==> config.mk <==
export PLATFORM = sky130hd
export DESIGN_NAME = boundary_scan_test_port
export DESIGN_NICKNAME = d
export VERILOG_FILES = /design/src/common/jtag_pkg.sv /design/src/common/chain_if.sv /design/src/verilog/scan_cell_chain.sv /design/src/verilog/boundary_scan_test_port.sv
export VERILOG_INCLUDE_DIRS = /design/src /design/src/common
export SDC_FILE = /design/constraint.sdc
export NUM_CORES = 1
export LEC_CHECK = 0
export ABC_AREA = 1
export BUFFER_PORTS_ARGS = -buffer_cell sky130_fd_sc_hd__clkbuf_2
export CAP_MARGIN = 20
export CORE_UTILIZATION = 50
export CTS_CLUSTER_DIAMETER = 200
export DETAILED_ROUTE_END_ITERATION = 7
export PLACE_DENSITY = 0.69
export SYNTH_ARGS = -nofsm -noshare
export SYNTH_HDL_FRONTEND = slang
export SYNTH_SLANG_ARGS = --single-unit
==> constraint.sdc <==
create_clock -name ref_clk -period 2 [get_ports ref_clk]
set_clock_uncertainty 0.2 [all_clocks]
set_input_delay 0.2 -clock ref_clk [delete_from_list [all_inputs] [get_ports ref_clk]]
set_output_delay 0.2 -clock ref_clk [all_outputs]
set_load 0.05 [all_outputs]
==> src/common/jtag_cfg.svh <==
// numeric constants of the boundary-scan test port
`ifndef JTAG_CFG_SVH
`define JTAG_CFG_SVH
`define IR_W 5
`define IR_EXTEST 5'h00
`define IR_SAMPLE 5'h01
`define IR_RING 5'h02
`define IR_DELAY 5'h03
`define IR_CLAMP 5'h04
`define IR_HIGHZ 5'h05
`define IR_BYPASS 5'h1F
`define IR_CAPTURE 5'h01
`define REQ_N 9
`define GNT_N 3
`define GRP_N 9
`define REQ_BASE 0
`define GNT_BASE 9
`define GRP_BASE 12
`define GNT_GROUP 5
`define CHAIN_LEN 21
`define CELL_RESET 1'h1
`endif

==> src/common/jtag_pkg.sv <==
// types shared by the test port controller
`include "jtag_cfg.svh"
package jtag_pkg;
  // controller states, binary coded
  typedef enum logic [3:0] {
    TAP_RESET = 4'b0000,
    TAP_IDLE = 4'b0001,
    SEL_DR = 4'b0010,
    CAP_DR = 4'b0011,
    SHIFT_DR = 4'b0100,
    EXIT1_DR = 4'b0101,
    PAUSE_DR = 4'b0110,
    EXIT2_DR = 4'b0111,
    UPD_DR = 4'b1000,
    SEL_IR = 4'b1001,
    CAP_IR = 4'b1010,
    SHIFT_IR = 4'b1011,
    EXIT1_IR = 4'b1100,
    PAUSE_IR = 4'b1101,
    EXIT2_IR = 4'b1110,
    UPD_IR = 4'b1111
  } tap_state_t;

  // whole register state of the top module
  typedef struct packed {
    logic tckS1;
    logic tckS2;
    logic tckPrev;
    logic tmsS1;
    logic tmsS2;
    logic tdiS1;
    logic tdiS2;
    logic trstNS1;
    logic trstNS2;
    logic [`REQ_N-1:0] reqS1;
    logic [`REQ_N-1:0] reqS2;
    logic [`GNT_N-1:0] gntInS1;
    logic [`GNT_N-1:0] gntInS2;
    tap_state_t tap;
    logic [`IR_W-1:0] irShift;
    logic [`IR_W-1:0] irLatch;
    logic bypassBit;
    logic tdo;
    logic tdoOeN;
    logic [`GNT_N-1:0] gntOut;
    logic [`GNT_N-1:0] gntOeN;
    logic [`GRP_N-1:0] groupOff;
  } port_state_t;
endpackage

==> src/common/chain_if.sv <==
// control and data between the controller and the boundary chain
`timescale 1ns/10ps
`default_nettype none
`include "jtag_cfg.svh"
interface chain_if #(parameter int LEN = `CHAIN_LEN);
  logic captureEn;
  logic shiftEn;
  logic ringEn;
  logic updateEn;
  logic scanIn;
  logic [LEN-1:0] captureBits;
  logic scanOut;
  logic [LEN-1:0] updBits;
  modport ctl (
    output captureEn, shiftEn, ringEn, updateEn, scanIn, captureBits,
    input scanOut, updBits
  );
  modport cells (
    input captureEn, shiftEn, ringEn, updateEn, scanIn, captureBits,
    output scanOut, updBits
  );
endinterface
`default_nettype wire

==> src/verilog/scan_cell_chain.sv <==
// boundary chain: shift stage plus update latch for every cell
`timescale 1ns/10ps
`default_nettype none
`include "jtag_cfg.svh"
module scan_cell_chain #(
  parameter int LEN = `CHAIN_LEN
) (
  // clock and reset
  input wire logic ref_clk,
  input wire logic resetn,
  // controller side
  chain_if.cells chain
);
  typedef struct packed {
    logic [LEN-1:0] shiftBits;
    logic [LEN-1:0] updBits;
  } cells_t;

  cells_t q;
  cells_t d;

  // one capture, shift or ring step per enable; update copies the stage
  always_comb begin
    d = q;
    if (chain.captureEn) begin
      d.shiftBits = chain.captureBits;
    end else if (chain.shiftEn) begin
      d.shiftBits = {chain.scanIn, q.shiftBits[LEN-1:1]};
    end else if (chain.ringEn) begin
      d.shiftBits = {q.shiftBits[0], q.shiftBits[LEN-1:1]};
    end
    if (chain.updateEn) begin
      d.updBits = q.shiftBits;
    end
  end

  // update latch resets to ones so group controls start floated
  always_ff @(posedge ref_clk or negedge resetn) begin
    if (!resetn) begin
      q.shiftBits <= {LEN{`CELL_RESET}};
      q.updBits <= {LEN{`CELL_RESET}};
    end else begin
      q <= d;
    end
  end

  assign chain.scanOut = q.shiftBits[0];
  assign chain.updBits = q.updBits;
endmodule
`default_nettype wire

==> src/verilog/boundary_scan_test_port.sv <==
// boundary-scan test access port: controller, instruction, bypass, pins
//
// Functional notes
// tms at tck rise steers controller
// state actions start on tck rise
// five-bit instruction picks mode and path
// 00000 drives pins, 00001 samples pins
// 00010 rings the boundary chain
// 00011 sets chain for delay measurement
// clamp drives pins, bypass shifts
// highz floats all outputs but tdo
// codes 00110 upward act as bypass
// instruction shifts in, latched in parallel
// bypass is one flip-flop tdi to tdo
// input cell captures pin and shifts
// output cell captures, shifts, drives pin
// bidirectional cell captures incoming pin data
// group bit 0 enables, 1 floats
// nine group-disable bits in chain
// group bits affect drivers only
// each group bit has chain position
// chain enters at msb, leaves lsb
// requests first, then grants under group five
// tester uses port only when idle
// low test reset resets the controller
// sixteen states, five tms highs reset
// tdo changes on fall, shift only
`timescale 1ns/10ps
`default_nettype none
`include "jtag_cfg.svh"
module boundary_scan_test_port (
  // clock and reset
  input wire logic ref_clk,
  input wire logic resetn,
  // test port pins
  input wire logic tck,
  input wire logic tms,
  input wire logic tdi,
  input wire logic trstN,
  output logic tdoOut,
  output logic tdoOeN,
  // secondary request input pins
  input wire logic [`REQ_N-1:0] reqPin,
  // secondary grant pins and functional grant values
  input wire logic [`GNT_N-1:0] gntCore,
  input wire logic [`GNT_N-1:0] gntPinIn,
  output logic [`GNT_N-1:0] gntPinOut,
  output logic [`GNT_N-1:0] gntPinOeN,
  // driver group disables and active instruction
  output logic [`GRP_N-1:0] groupOff,
  output logic [`IR_W-1:0] activeInstr
);

  ////////////////////////////////////////////////////////////////////////
  // helper functions

  // next controller state from the sampled tms level
  function automatic jtag_pkg::tap_state_t nextTap(
    input jtag_pkg::tap_state_t cur,
    input logic tmsBit
  );
    jtag_pkg::tap_state_t nxt;
    nxt = cur;
    case (cur)
      jtag_pkg::TAP_RESET: begin
        nxt = tmsBit ? jtag_pkg::TAP_RESET : jtag_pkg::TAP_IDLE;
      end
      jtag_pkg::TAP_IDLE: begin
        nxt = tmsBit ? jtag_pkg::SEL_DR : jtag_pkg::TAP_IDLE;
      end
      jtag_pkg::SEL_DR: begin
        nxt = tmsBit ? jtag_pkg::SEL_IR : jtag_pkg::CAP_DR;
      end
      jtag_pkg::CAP_DR: begin
        nxt = tmsBit ? jtag_pkg::EXIT1_DR : jtag_pkg::SHIFT_DR;
      end
      jtag_pkg::SHIFT_DR: begin
        nxt = tmsBit ? jtag_pkg::EXIT1_DR : jtag_pkg::SHIFT_DR;
      end
      jtag_pkg::EXIT1_DR: begin
        nxt = tmsBit ? jtag_pkg::UPD_DR : jtag_pkg::PAUSE_DR;
      end
      jtag_pkg::PAUSE_DR: begin
        nxt = tmsBit ? jtag_pkg::EXIT2_DR : jtag_pkg::PAUSE_DR;
      end
      jtag_pkg::EXIT2_DR: begin
        nxt = tmsBit ? jtag_pkg::UPD_DR : jtag_pkg::SHIFT_DR;
      end
      jtag_pkg::UPD_DR: begin
        nxt = tmsBit ? jtag_pkg::SEL_DR : jtag_pkg::TAP_IDLE;
      end
      jtag_pkg::SEL_IR: begin
        nxt = tmsBit ? jtag_pkg::TAP_RESET : jtag_pkg::CAP_IR;
      end
      jtag_pkg::CAP_IR: begin
        nxt = tmsBit ? jtag_pkg::EXIT1_IR : jtag_pkg::SHIFT_IR;
      end
      jtag_pkg::SHIFT_IR: begin
        nxt = tmsBit ? jtag_pkg::EXIT1_IR : jtag_pkg::SHIFT_IR;
      end
      jtag_pkg::EXIT1_IR: begin
        nxt = tmsBit ? jtag_pkg::UPD_IR : jtag_pkg::PAUSE_IR;
      end
      jtag_pkg::PAUSE_IR: begin
        nxt = tmsBit ? jtag_pkg::EXIT2_IR : jtag_pkg::PAUSE_IR;
      end
      jtag_pkg::EXIT2_IR: begin
        nxt = tmsBit ? jtag_pkg::UPD_IR : jtag_pkg::SHIFT_IR;
      end
      jtag_pkg::UPD_IR: begin
        nxt = tmsBit ? jtag_pkg::SEL_DR : jtag_pkg::TAP_IDLE;
      end
      // unknown codes fall back to test-logic-reset so a glitch cannot lock the port
      default: begin
        nxt = jtag_pkg::TAP_RESET;
      end
    endcase
    return nxt;
  endfunction

  // boundary chain is the data path for the four lowest codes only
  function automatic logic chainSelected(input logic [`IR_W-1:0] ir);
    return (ir == `IR_EXTEST) || (ir == `IR_SAMPLE) ||
           (ir == `IR_RING) || (ir == `IR_DELAY);
  endfunction

  // pins follow the update latch in these modes
  function automatic logic pinsFromChain(input logic [`IR_W-1:0] ir);
    return (ir == `IR_EXTEST) || (ir == `IR_DELAY) || (ir == `IR_CLAMP);
  endfunction

  ////////////////////////////////////////////////////////////////////////
  // state and chain

  jtag_pkg::port_state_t q;
  jtag_pkg::port_state_t d;

  // chain control and data travel in one bundle to the cell module
  chain_if #(.LEN(`CHAIN_LEN)) chain ();

  scan_cell_chain #(
    .LEN(`CHAIN_LEN)
  ) cells (
    .ref_clk(ref_clk),
    .resetn(resetn),
    .chain(chain)
  );

  ////////////////////////////////////////////////////////////////////////
  // derived strobes

  logic tckRise;
  logic tckFall;
  logic chainPath;
  logic driveTest;
  logic floatAll;
  logic [`GRP_N-1:0] groupBits;

  // tck phases under one system clock may be lost; the tester must stretch them
  // edges are found on the second sync stage, never the first
  assign tckRise = q.tckS2 & ~q.tckPrev;
  assign tckFall = ~q.tckS2 & q.tckPrev;

  // decoded instruction: path, pin drive source and float request
  assign chainPath = chainSelected(q.irLatch);
  assign driveTest = pinsFromChain(q.irLatch);
  assign floatAll = (q.irLatch == `IR_HIGHZ);

  // group-disable cells sit in their own chain slots, tied to no pin
  assign groupBits = chain.updBits[`GRP_BASE +: `GRP_N];

  ////////////////////////////////////////////////////////////////////////
  // boundary chain control

  // every strobe lasts one ref_clk, so one tck rise moves the chain one step
  // capture in capture-dr; delay mode also captures each tck in idle
  assign chain.captureEn = tckRise && chainPath &&
    ((q.tap == jtag_pkg::CAP_DR) ||
     ((q.irLatch == `IR_DELAY) && (q.tap == jtag_pkg::TAP_IDLE)));

  // shift only while the chain is the selected path
  assign chain.shiftEn = tckRise && chainPath &&
    (q.tap == jtag_pkg::SHIFT_DR);

  // ring mode recirculates the chain once per tck in run-test/idle
  assign chain.ringEn = tckRise && (q.irLatch == `IR_RING) &&
    (q.tap == jtag_pkg::TAP_IDLE);

  // clamp and highz keep the latch: only chain instructions update it
  assign chain.updateEn = tckRise && chainPath &&
    (q.tap == jtag_pkg::UPD_DR);

  // serial input comes from the synced tdi, in step with the edge detector
  assign chain.scanIn = q.tdiS2;

  // input cells take the request pins, grant cells the incoming pin data;
  // one assignment keeps the capture word a single driver, group slots on top
  assign chain.captureBits = {
    groupBits,
    q.gntInS2,
    q.reqS2
  };

  ////////////////////////////////////////////////////////////////////////
  // next-state logic

  // one combinational copy of the whole state, registered below
  always_comb begin
    d = q;
    // two-stage synchronisers for every pin from the tester or board
    d.tckS1 = tck;
    d.tckS2 = q.tckS1;
    d.tckPrev = q.tckS2;
    d.tmsS1 = tms;
    d.tmsS2 = q.tmsS1;
    d.tdiS1 = tdi;
    d.tdiS2 = q.tdiS1;
    d.trstNS1 = trstN;
    d.trstNS2 = q.trstNS1;
    d.reqS1 = reqPin;
    d.reqS2 = q.reqS1;
    d.gntInS1 = gntPinIn;
    d.gntInS2 = q.gntInS1;

    // test reset wins over any tck activity
    if (!q.trstNS2) begin
      d.tap = jtag_pkg::TAP_RESET;
      d.irLatch = `IR_BYPASS;
    end else if (tckRise) begin
      d.tap = nextTap(q.tap, q.tmsS2);
      // entering test-logic-reset drops the instruction on the same rise
      if (d.tap == jtag_pkg::TAP_RESET) begin
        d.irLatch = `IR_BYPASS;
      end
      // work tied to the current state runs on this same rise
      case (q.tap)
        jtag_pkg::TAP_RESET: begin
          d.irLatch = `IR_BYPASS;
        end
        jtag_pkg::CAP_IR: begin
          d.irShift = `IR_CAPTURE;
        end
        jtag_pkg::SHIFT_IR: begin
          d.irShift = {q.tdiS2, q.irShift[`IR_W-1:1]};
        end
        jtag_pkg::UPD_IR: begin
          d.irLatch = q.irShift;
        end
        jtag_pkg::CAP_DR: begin
          if (!chainPath) begin
            d.bypassBit = 1'h0;
          end
        end
        jtag_pkg::SHIFT_DR: begin
          if (!chainPath) begin
            d.bypassBit = q.tdiS2;
          end
        end
        default: begin
        end
      endcase
    end

    // tdo lags the pin fall by about three system clocks, well inside a tck phase
    // tdo moves on the falling edge, driven only while shifting
    if (!q.trstNS2) begin
      d.tdoOeN = 1'h1;
    end else if (tckFall) begin
      if (q.tap == jtag_pkg::SHIFT_IR) begin
        d.tdo = q.irShift[0];
        d.tdoOeN = 1'h0;
      end else if (q.tap == jtag_pkg::SHIFT_DR) begin
        d.tdo = chainPath ? chain.scanOut : q.bypassBit;
        d.tdoOeN = 1'h0;
      end else begin
        d.tdoOeN = 1'h1;
      end
    end

    // highz is tested first so no chain value can fight a float request
    // driver groups: highz floats all, extest, delay and clamp follow the cells
    if (floatAll) begin
      d.groupOff = {`GRP_N{1'h1}};
    end else if (driveTest) begin
      d.groupOff = groupBits;
    end else begin
      d.groupOff = {`GRP_N{1'h0}};
    end

    // grant pins: cell value in test drive modes, core value otherwise
    d.gntOut = driveTest ?
      chain.updBits[`GNT_BASE +: `GNT_N] : gntCore;
    // grants float with group five; request inputs have no control
    d.gntOeN = {`GNT_N{d.groupOff[`GNT_GROUP]}};
  end

  ////////////////////////////////////////////////////////////////////////
  // registers

  // one register bank for the whole port keeps every field on the same edge
  // reset leaves tdo floated, grant and group drivers enabled, and the bypass code latched
  always_ff @(posedge ref_clk or negedge resetn) begin
    if (!resetn) begin
      q.tckS1 <= 1'h0;
      q.tckS2 <= 1'h0;
      q.tckPrev <= 1'h0;
      q.tmsS1 <= 1'h1;
      q.tmsS2 <= 1'h1;
      q.tdiS1 <= 1'h1;
      q.tdiS2 <= 1'h1;
      // synced test reset starts low: the controller waits until the pin is seen
      q.trstNS1 <= 1'h0;
      q.trstNS2 <= 1'h0;
      q.reqS1 <= {`REQ_N{1'h1}};
      q.reqS2 <= {`REQ_N{1'h1}};
      q.gntInS1 <= {`GNT_N{1'h1}};
      q.gntInS2 <= {`GNT_N{1'h1}};
      q.tap <= jtag_pkg::TAP_RESET;
      q.irShift <= `IR_CAPTURE;
      q.irLatch <= `IR_BYPASS;
      q.bypassBit <= 1'h0;
      q.tdo <= 1'h1;
      q.tdoOeN <= 1'h1;
      q.gntOut <= {`GNT_N{1'h1}};
      q.gntOeN <= {`GNT_N{1'h0}};
      q.groupOff <= {`GRP_N{1'h0}};
    end else begin
      q <= d;
    end
  end

  ////////////////////////////////////////////////////////////////////////
  // outputs, each straight from a flip-flop

  // the port is only meaningful while the bridge core is quiet
  assign tdoOut = q.tdo;
  assign tdoOeN = q.tdoOeN;
  assign gntPinOut = q.gntOut;
  assign gntPinOeN = q.gntOeN;
  assign groupOff = q.groupOff;
  // activeInstr shows the system which test mode currently owns the pins
  assign activeInstr = q.irLatch;

endmodule
`default_nettype wire

# Word-level counts from Yosys, hierarchy flattened
# Index checks and enable logic that the tools add are counted.
op_classes:
  addsub: 0
  multipliers: 0
  div: 0
  magnitude_cmp: 0
  n_eq_ne: 25
  shifts: 0
  n_mux: 36
  bitwise_logic: 4
  n_reduce_logical: 27
op_table:
  columns: ["cell", "n"]
  rows:
  - ["21-bit 2-to-1 mux", 3]
  - ["4-bit one-hot mux with 12 select lines", 1]
  - ["4-bit equality test, second input constant", 8]
  - ["4-bit 2-to-1 mux", 7]
  - ["5-bit one-hot mux with 2 select lines", 2]
  - ["9-bit 2-to-1 mux", 2]
  - ["4-bit by 3-bit equality test with 1-bit output, second input constant", 4]
  - ["15-bit 2-to-1 mux", 1]
  - ["5-bit by 2-bit equality test with 1-bit output, second input constant", 2]
  - ["5-bit by 3-bit equality test with 1-bit output, second input constant", 2]
  - ["1-bit 2-to-1 mux", 10]
  - ["5-bit 2-to-1 mux", 2]
  - ["3-bit 2-to-1 mux", 3]
  - ["4-bit by 2-bit equality test with 1-bit output, second input constant", 2]
  - ["4-bit zero test", 2]
  - ["2-bit 2-to-1 mux", 4]
  - ["1-bit logical AND", 7]
  - ["1-bit logical OR", 6]
  - ["3-bit AND reduction", 2]
  - ["2-bit nonzero test", 3]
  - ["5-bit by 1-bit equality test with 1-bit output, second input constant", 1]
  - ["5-bit zero test", 1]
  - ["5-bit AND reduction", 1]
  - ["4-bit by 1-bit equality test with 1-bit output, second input constant", 1]
  - ["10 further kinds", 15]
totals:
  regBits: 105
  latch_bits: 0
  mem_bits_rw: 0
  rom_bits: 0
  input_bits: 21
  memories: 0

# Logic depth before layout (Yosys ltp)
logic_depth:
  ltp_word: 10
  depth_mapped: 13
  depth_no_buf: 12

# Cells and area by module
# Synthesis repeated with hierarchy kept, for this count alone.
hier_totals:
  cells_unflattened: 494
  hier_area_um2: 4554.4
by_module_without_submodules:
  columns: ["mod", "instances", "cells_each", "area_per_inst_um2", "seq_area_each_um2"]
  rows:
  - ["boundary_scan_test_port", 1, 266, 2565.0, 1600.3]
  - ["scan_cell_chain", 1, 228, 1989.4, 1103.6]

# Worst setup path after synthesis
# Ideal clock, no wire load.
synth_timing:
  kind: "register -> register"
  start: "reg q[28] in the netlist's numbering"
  end: "reg q (netlist bit activeInstr[0])"
  arrival_ns: 1.426
  required_time_ns: 1.724
  slack_ns: 0.298
  path_stages_with_launch: 14
  synth_period_minus_slack_ns: 1.702
  cell_sequence: "dfrtp_1 -> buf_4 -> nand2_2 -> inv_2 -> nand2_1 -> nand2_1 -> nor2_1 -> nand2_1 -> a21oi_2 -> nand2_1 -> nand2_2 -> nand2_2 -> nand2_1 -> nand2_1"
synth_via:
  elab_chain_len: 8
  elab_cells_between_ends: 28
  classes_between: "eq/ne: 16; mux: 6; reduce/logical: 6"
synth_lines:
  columns: ["item", "line", "text"]
  rows:
  - ["from (decl)", "boundary_scan_test_port.sv:135", "jtag_pkg::port_state_t q;"]
  - ["4-bit by 1-bit equality test with 1-bit output (tied with other cells)", "boundary_scan_test_port.sv:64", "case (cur)"]
  - ["3-bit OR reduction (no source line) or 2-bit OR reduction (tied branches)", null, null]
  - ["4-bit one-hot mux with 12 select lines", "boundary_scan_test_port.sv:64", null]
  - ["4-bit 2-to-1 mux", "boundary_scan_test_port.sv:229", "end else if (tckRise) begin"]
  - ["4-bit 2-to-1 mux", "boundary_scan_test_port.sv:226", "if (!q.trstNS2) begin"]
  - ["4-bit zero test", "boundary_scan_test_port.sv:232", "if (d.tap == jtag_pkg::TAP_RESET) begin"]
  - ["4-bit by 1-bit inequality test with 1-bit output (no source line)", null, null]
  - ["2-bit AND reduction (no source line)", null, null]
# Parallel ways exist; a longest one is shown, timed or not. The select of a mux whose other input is x is not followed.
# A chain may end at the register's enable or synchronous reset.

# Worst setup path in the final report
layout_timing:
  start: "reg q[30] in the netlist's numbering"
  end: "reg q (netlist bit activeInstr[3])"
# The elaborated chain is that of the path after synthesis.

==> results.toml <==
[outcome]
status = "completed"

[worst_setup_path]
required_ns = 2.10
r2r_start = "q[30]"
critPathKind = "flip-flop to flip-flop"
crit_arrival_ns = 2.03
setup.worst_path.start_class = "flip-flop"
cp_max_fo = 6
endpoint_kind = "flip-flop"
cp-startpoint = "q[30]"

[sta]
rsz0062_at_grt = "true"
setup-tns-final_ns = 0
fin_ws_ns = 0.06734
slew_headroom = 0.6863
max_freq_mhz = 517.4
finalMaxSlewViolations = 0
fin_crit_ns = 1.933
tightest_slew_ns = 0.4706
post-route-period-util = 0.9663
hold_ws_ns = 0.1426
hold_viol = 0
setup_viol = 0

[clocking]
clk_path_buf_depth = 2
cts_buffers = 9
clk_pin_slew_ns = 0.09
root_buffer = "clkbuf_8"
cts_tree = "done"
h-tree-depth = 3
insertion_delay_ns = 0.36
cts_sinks = 95

[pwr]
seq_power_share = 0.584
irDropWorstVdd_uv = 521.0
switching_share = 0.2537
pwr-share-comb = 0.075
clkPwrFrac = 0.341
power_per_cell_area_nw_per_um2 = 725.3
p_int_w = 0.002600
leakage_nw = 2.151
p_switching_w = 0.0008836

[synthesis]
synth_top_area_share = 0.4691
ys_top_cells_by_area = "dfstp_2 47%, dfrtp_1 14%, nand2_1 6.9%"
synthesis.nets = 433
ys_types = 29
ys_seq_elements = 95
yosysWarnings = 0
yosysSeqAreaShare = 0.6119
syn_area_per_cell_sq_um = 9.788
synth_top_cell_by_area = "dfstp_2"
postSynthCellCount = 412
syn-cell-area_sq_um = 4033

[layout]
syn2layout_area_growth_pct = 19.08
n_fill_cell = 670
finalNetCount = 494
regArea_sq_um = 2471
num_antenna_cells = 0
drive_above_1_share = 0.4205
multi_input_area_sq_um = 1235
finalNonFillerCells = 580
final_area_sq_um = 4802

[drt]
wl_per_cell_um = 12.80
dr.pass1.iters = 4
drtAntennaViolNets = 0
vias_per_cell = 4.971
wirelength_um = 7424
drc = 0
vias = 2883
initialDrtViolationCount = 120

[grt]
grt_max_degree = 38
grt_use_total = 0.1886
antenna_found_initial = 0
grt_pass1_wl_um = 12370
grt-ovfl-total = 0
grt_pass1_vias = 2756

[die]
fp.dieW_um = 91.81
die_h_um = 91.81
die-area_sq_um = 8428
coreArea_sq_um = 7767
initial_core_util = 0.5192
ios = 43
row_count = 32

[min_path]
hold_path_class = "input port to async pin"

[placement]
pre_cts_ws_ns = -0.009633
gp_congestion = 0.8444
dp.final_hpwl_um = 4982
dpl.cell_count = 538
placed_area_sq_um = 4269
io_buffers = 42

[flow_run]
max_cap_violations = 0
final cells by class:
class,instances,area share
clock buffer,10,0.02866
clock inverter,6,0.01120
inverter,46,0.03648
multi-input combinational,238,0.2572
sequential,95,0.5146
tap,102,0.02658
timing repair buffer,83,0.1253
cell families (layout without fill, tap and decap cells):
kind of cell           Yosys count  count (layout)  share of synthesized area
multiplexers                     3               3                   0.008377
flip-flops                      95              95                     0.6119
AND/OR/NAND/NOR                138             138                     0.1533
AO/OA/AOI/OAI                   97              97                     0.1269
buffers and inverters           79             145                    0.09960
worst max-delay path, cell delays in order (launching register included):
cell and delay (ns):
dfrtp_2 0.43, buf_4 0.15, nor2_4 0.16, buf_4 0.14, nand2_1 0.07, a21oi_2 0.16, nor2_2 0.08, nand2_1 0.07
nor2_2 0.04, nand2_2 0.08, nand2_4 0.08, nand2_4 0.10, nand2_1 0.07, nand2_1 0.06
cells in the final DEF (no fill, tap or decap), types with 10 or more instances in the layout:
| master | n |
|---|---|
| dfrtp_1 | 20 |
| nor2_2 | 11 |
| o21ai_1 | 42 |
| dlygate4sd3_1 | 20 |
| clkbuf_2 | 41 |
| buf_4 | 18 |
| dfstp_2 | 72 |
| nand3_1 | 25 |
| clkbuf_8 | 10 |
| inv_1 | 37 |
| nor2_1 | 10 |
| o21ai_0 | 38 |
| nand2_1 | 68 |
registers in the layout (all words and copies together) (netlist names), 3 cells and up:
name and cells:
cells.chain.updBits 12, groupOff 9, cells.q 20, activeInstr 5
chain.captureBits 12, d 17, gntPinOut 3, q 13
path summary, 6_finish.rpt:
kind                                         to  slack, ns  cells past startpoint
max                              activeInstr[3]       0.07                     13
min                                       q[29]       0.14                      2
max reg2reg                      activeInstr[3]       0.07                     13
min reg2reg                chain.captureBits[3]       0.16                      0
max in group asynchronous        activeInstr[4]       0.74                      3
min in group ref_clk       chain.captureBits[3]       0.16                      0
power groups by stage:
stage	Sequential (W)	Combinational (W)	Clock (W)
2_1_floorplan	0.00206	0.000148	0
3_3_place_gp	0.00206	0.000221	0
3_5_place_dp	0.00206	0.000223	0
4_1_cts	0.00203	0.000254	0.00123
5_1_grt	0.00204	0.000286	0.00131
6_report	0.00203	0.000262	0.00119
routing by layer:
| metal | part of all wire | track usage |
|---|---|---|
| met1 | 0.47 | 0.2594 |
| met2 | 0.47 | 0.2970 |
| met3 | 0.051 | 0.04561 |
| met4 | 0.016 | 0.05990 |
| met5 | 0 | 0 |
stage by stage:
stage	util	total power [W]
finish	0.6182	0.003483
global route	0.6182	0.003636
CTS	0.6005	0.003515
detailed placement	0.5496	0.002288
global placement	0.5496	0.002284
floorplan	-	0.002206
timing repair:
action / CTS / global route
hold buffers: 20 / 0
resized for setup: 2 / 28
setup endpoints to repair: 5 / 22
pin swaps: 0 / 7
endpoints found under the hold margin: 54 / 0
buffers inserted: 0 / 6
synthesized netlist by cell type, drive strengths merged:
| library cell | count |
|---|---|
| a211oi | 1 |
| a21oi | 8 |
| a31oi | 1 |
| buf | 29 |
| clkbuf | 4 |
| dfrtp | 23 |
| dfstp | 72 |
| inv | 46 |
| mux2 | 3 |
| nand2 | 81 |
| nand3 | 29 |
| nand4 | 2 |
| nor2 | 24 |
| nor3 | 1 |
| o21ai | 81 |
| o221ai | 1 |
| o22ai | 5 |
| or2 | 1 |
Power figures use the tool's default switching activity.
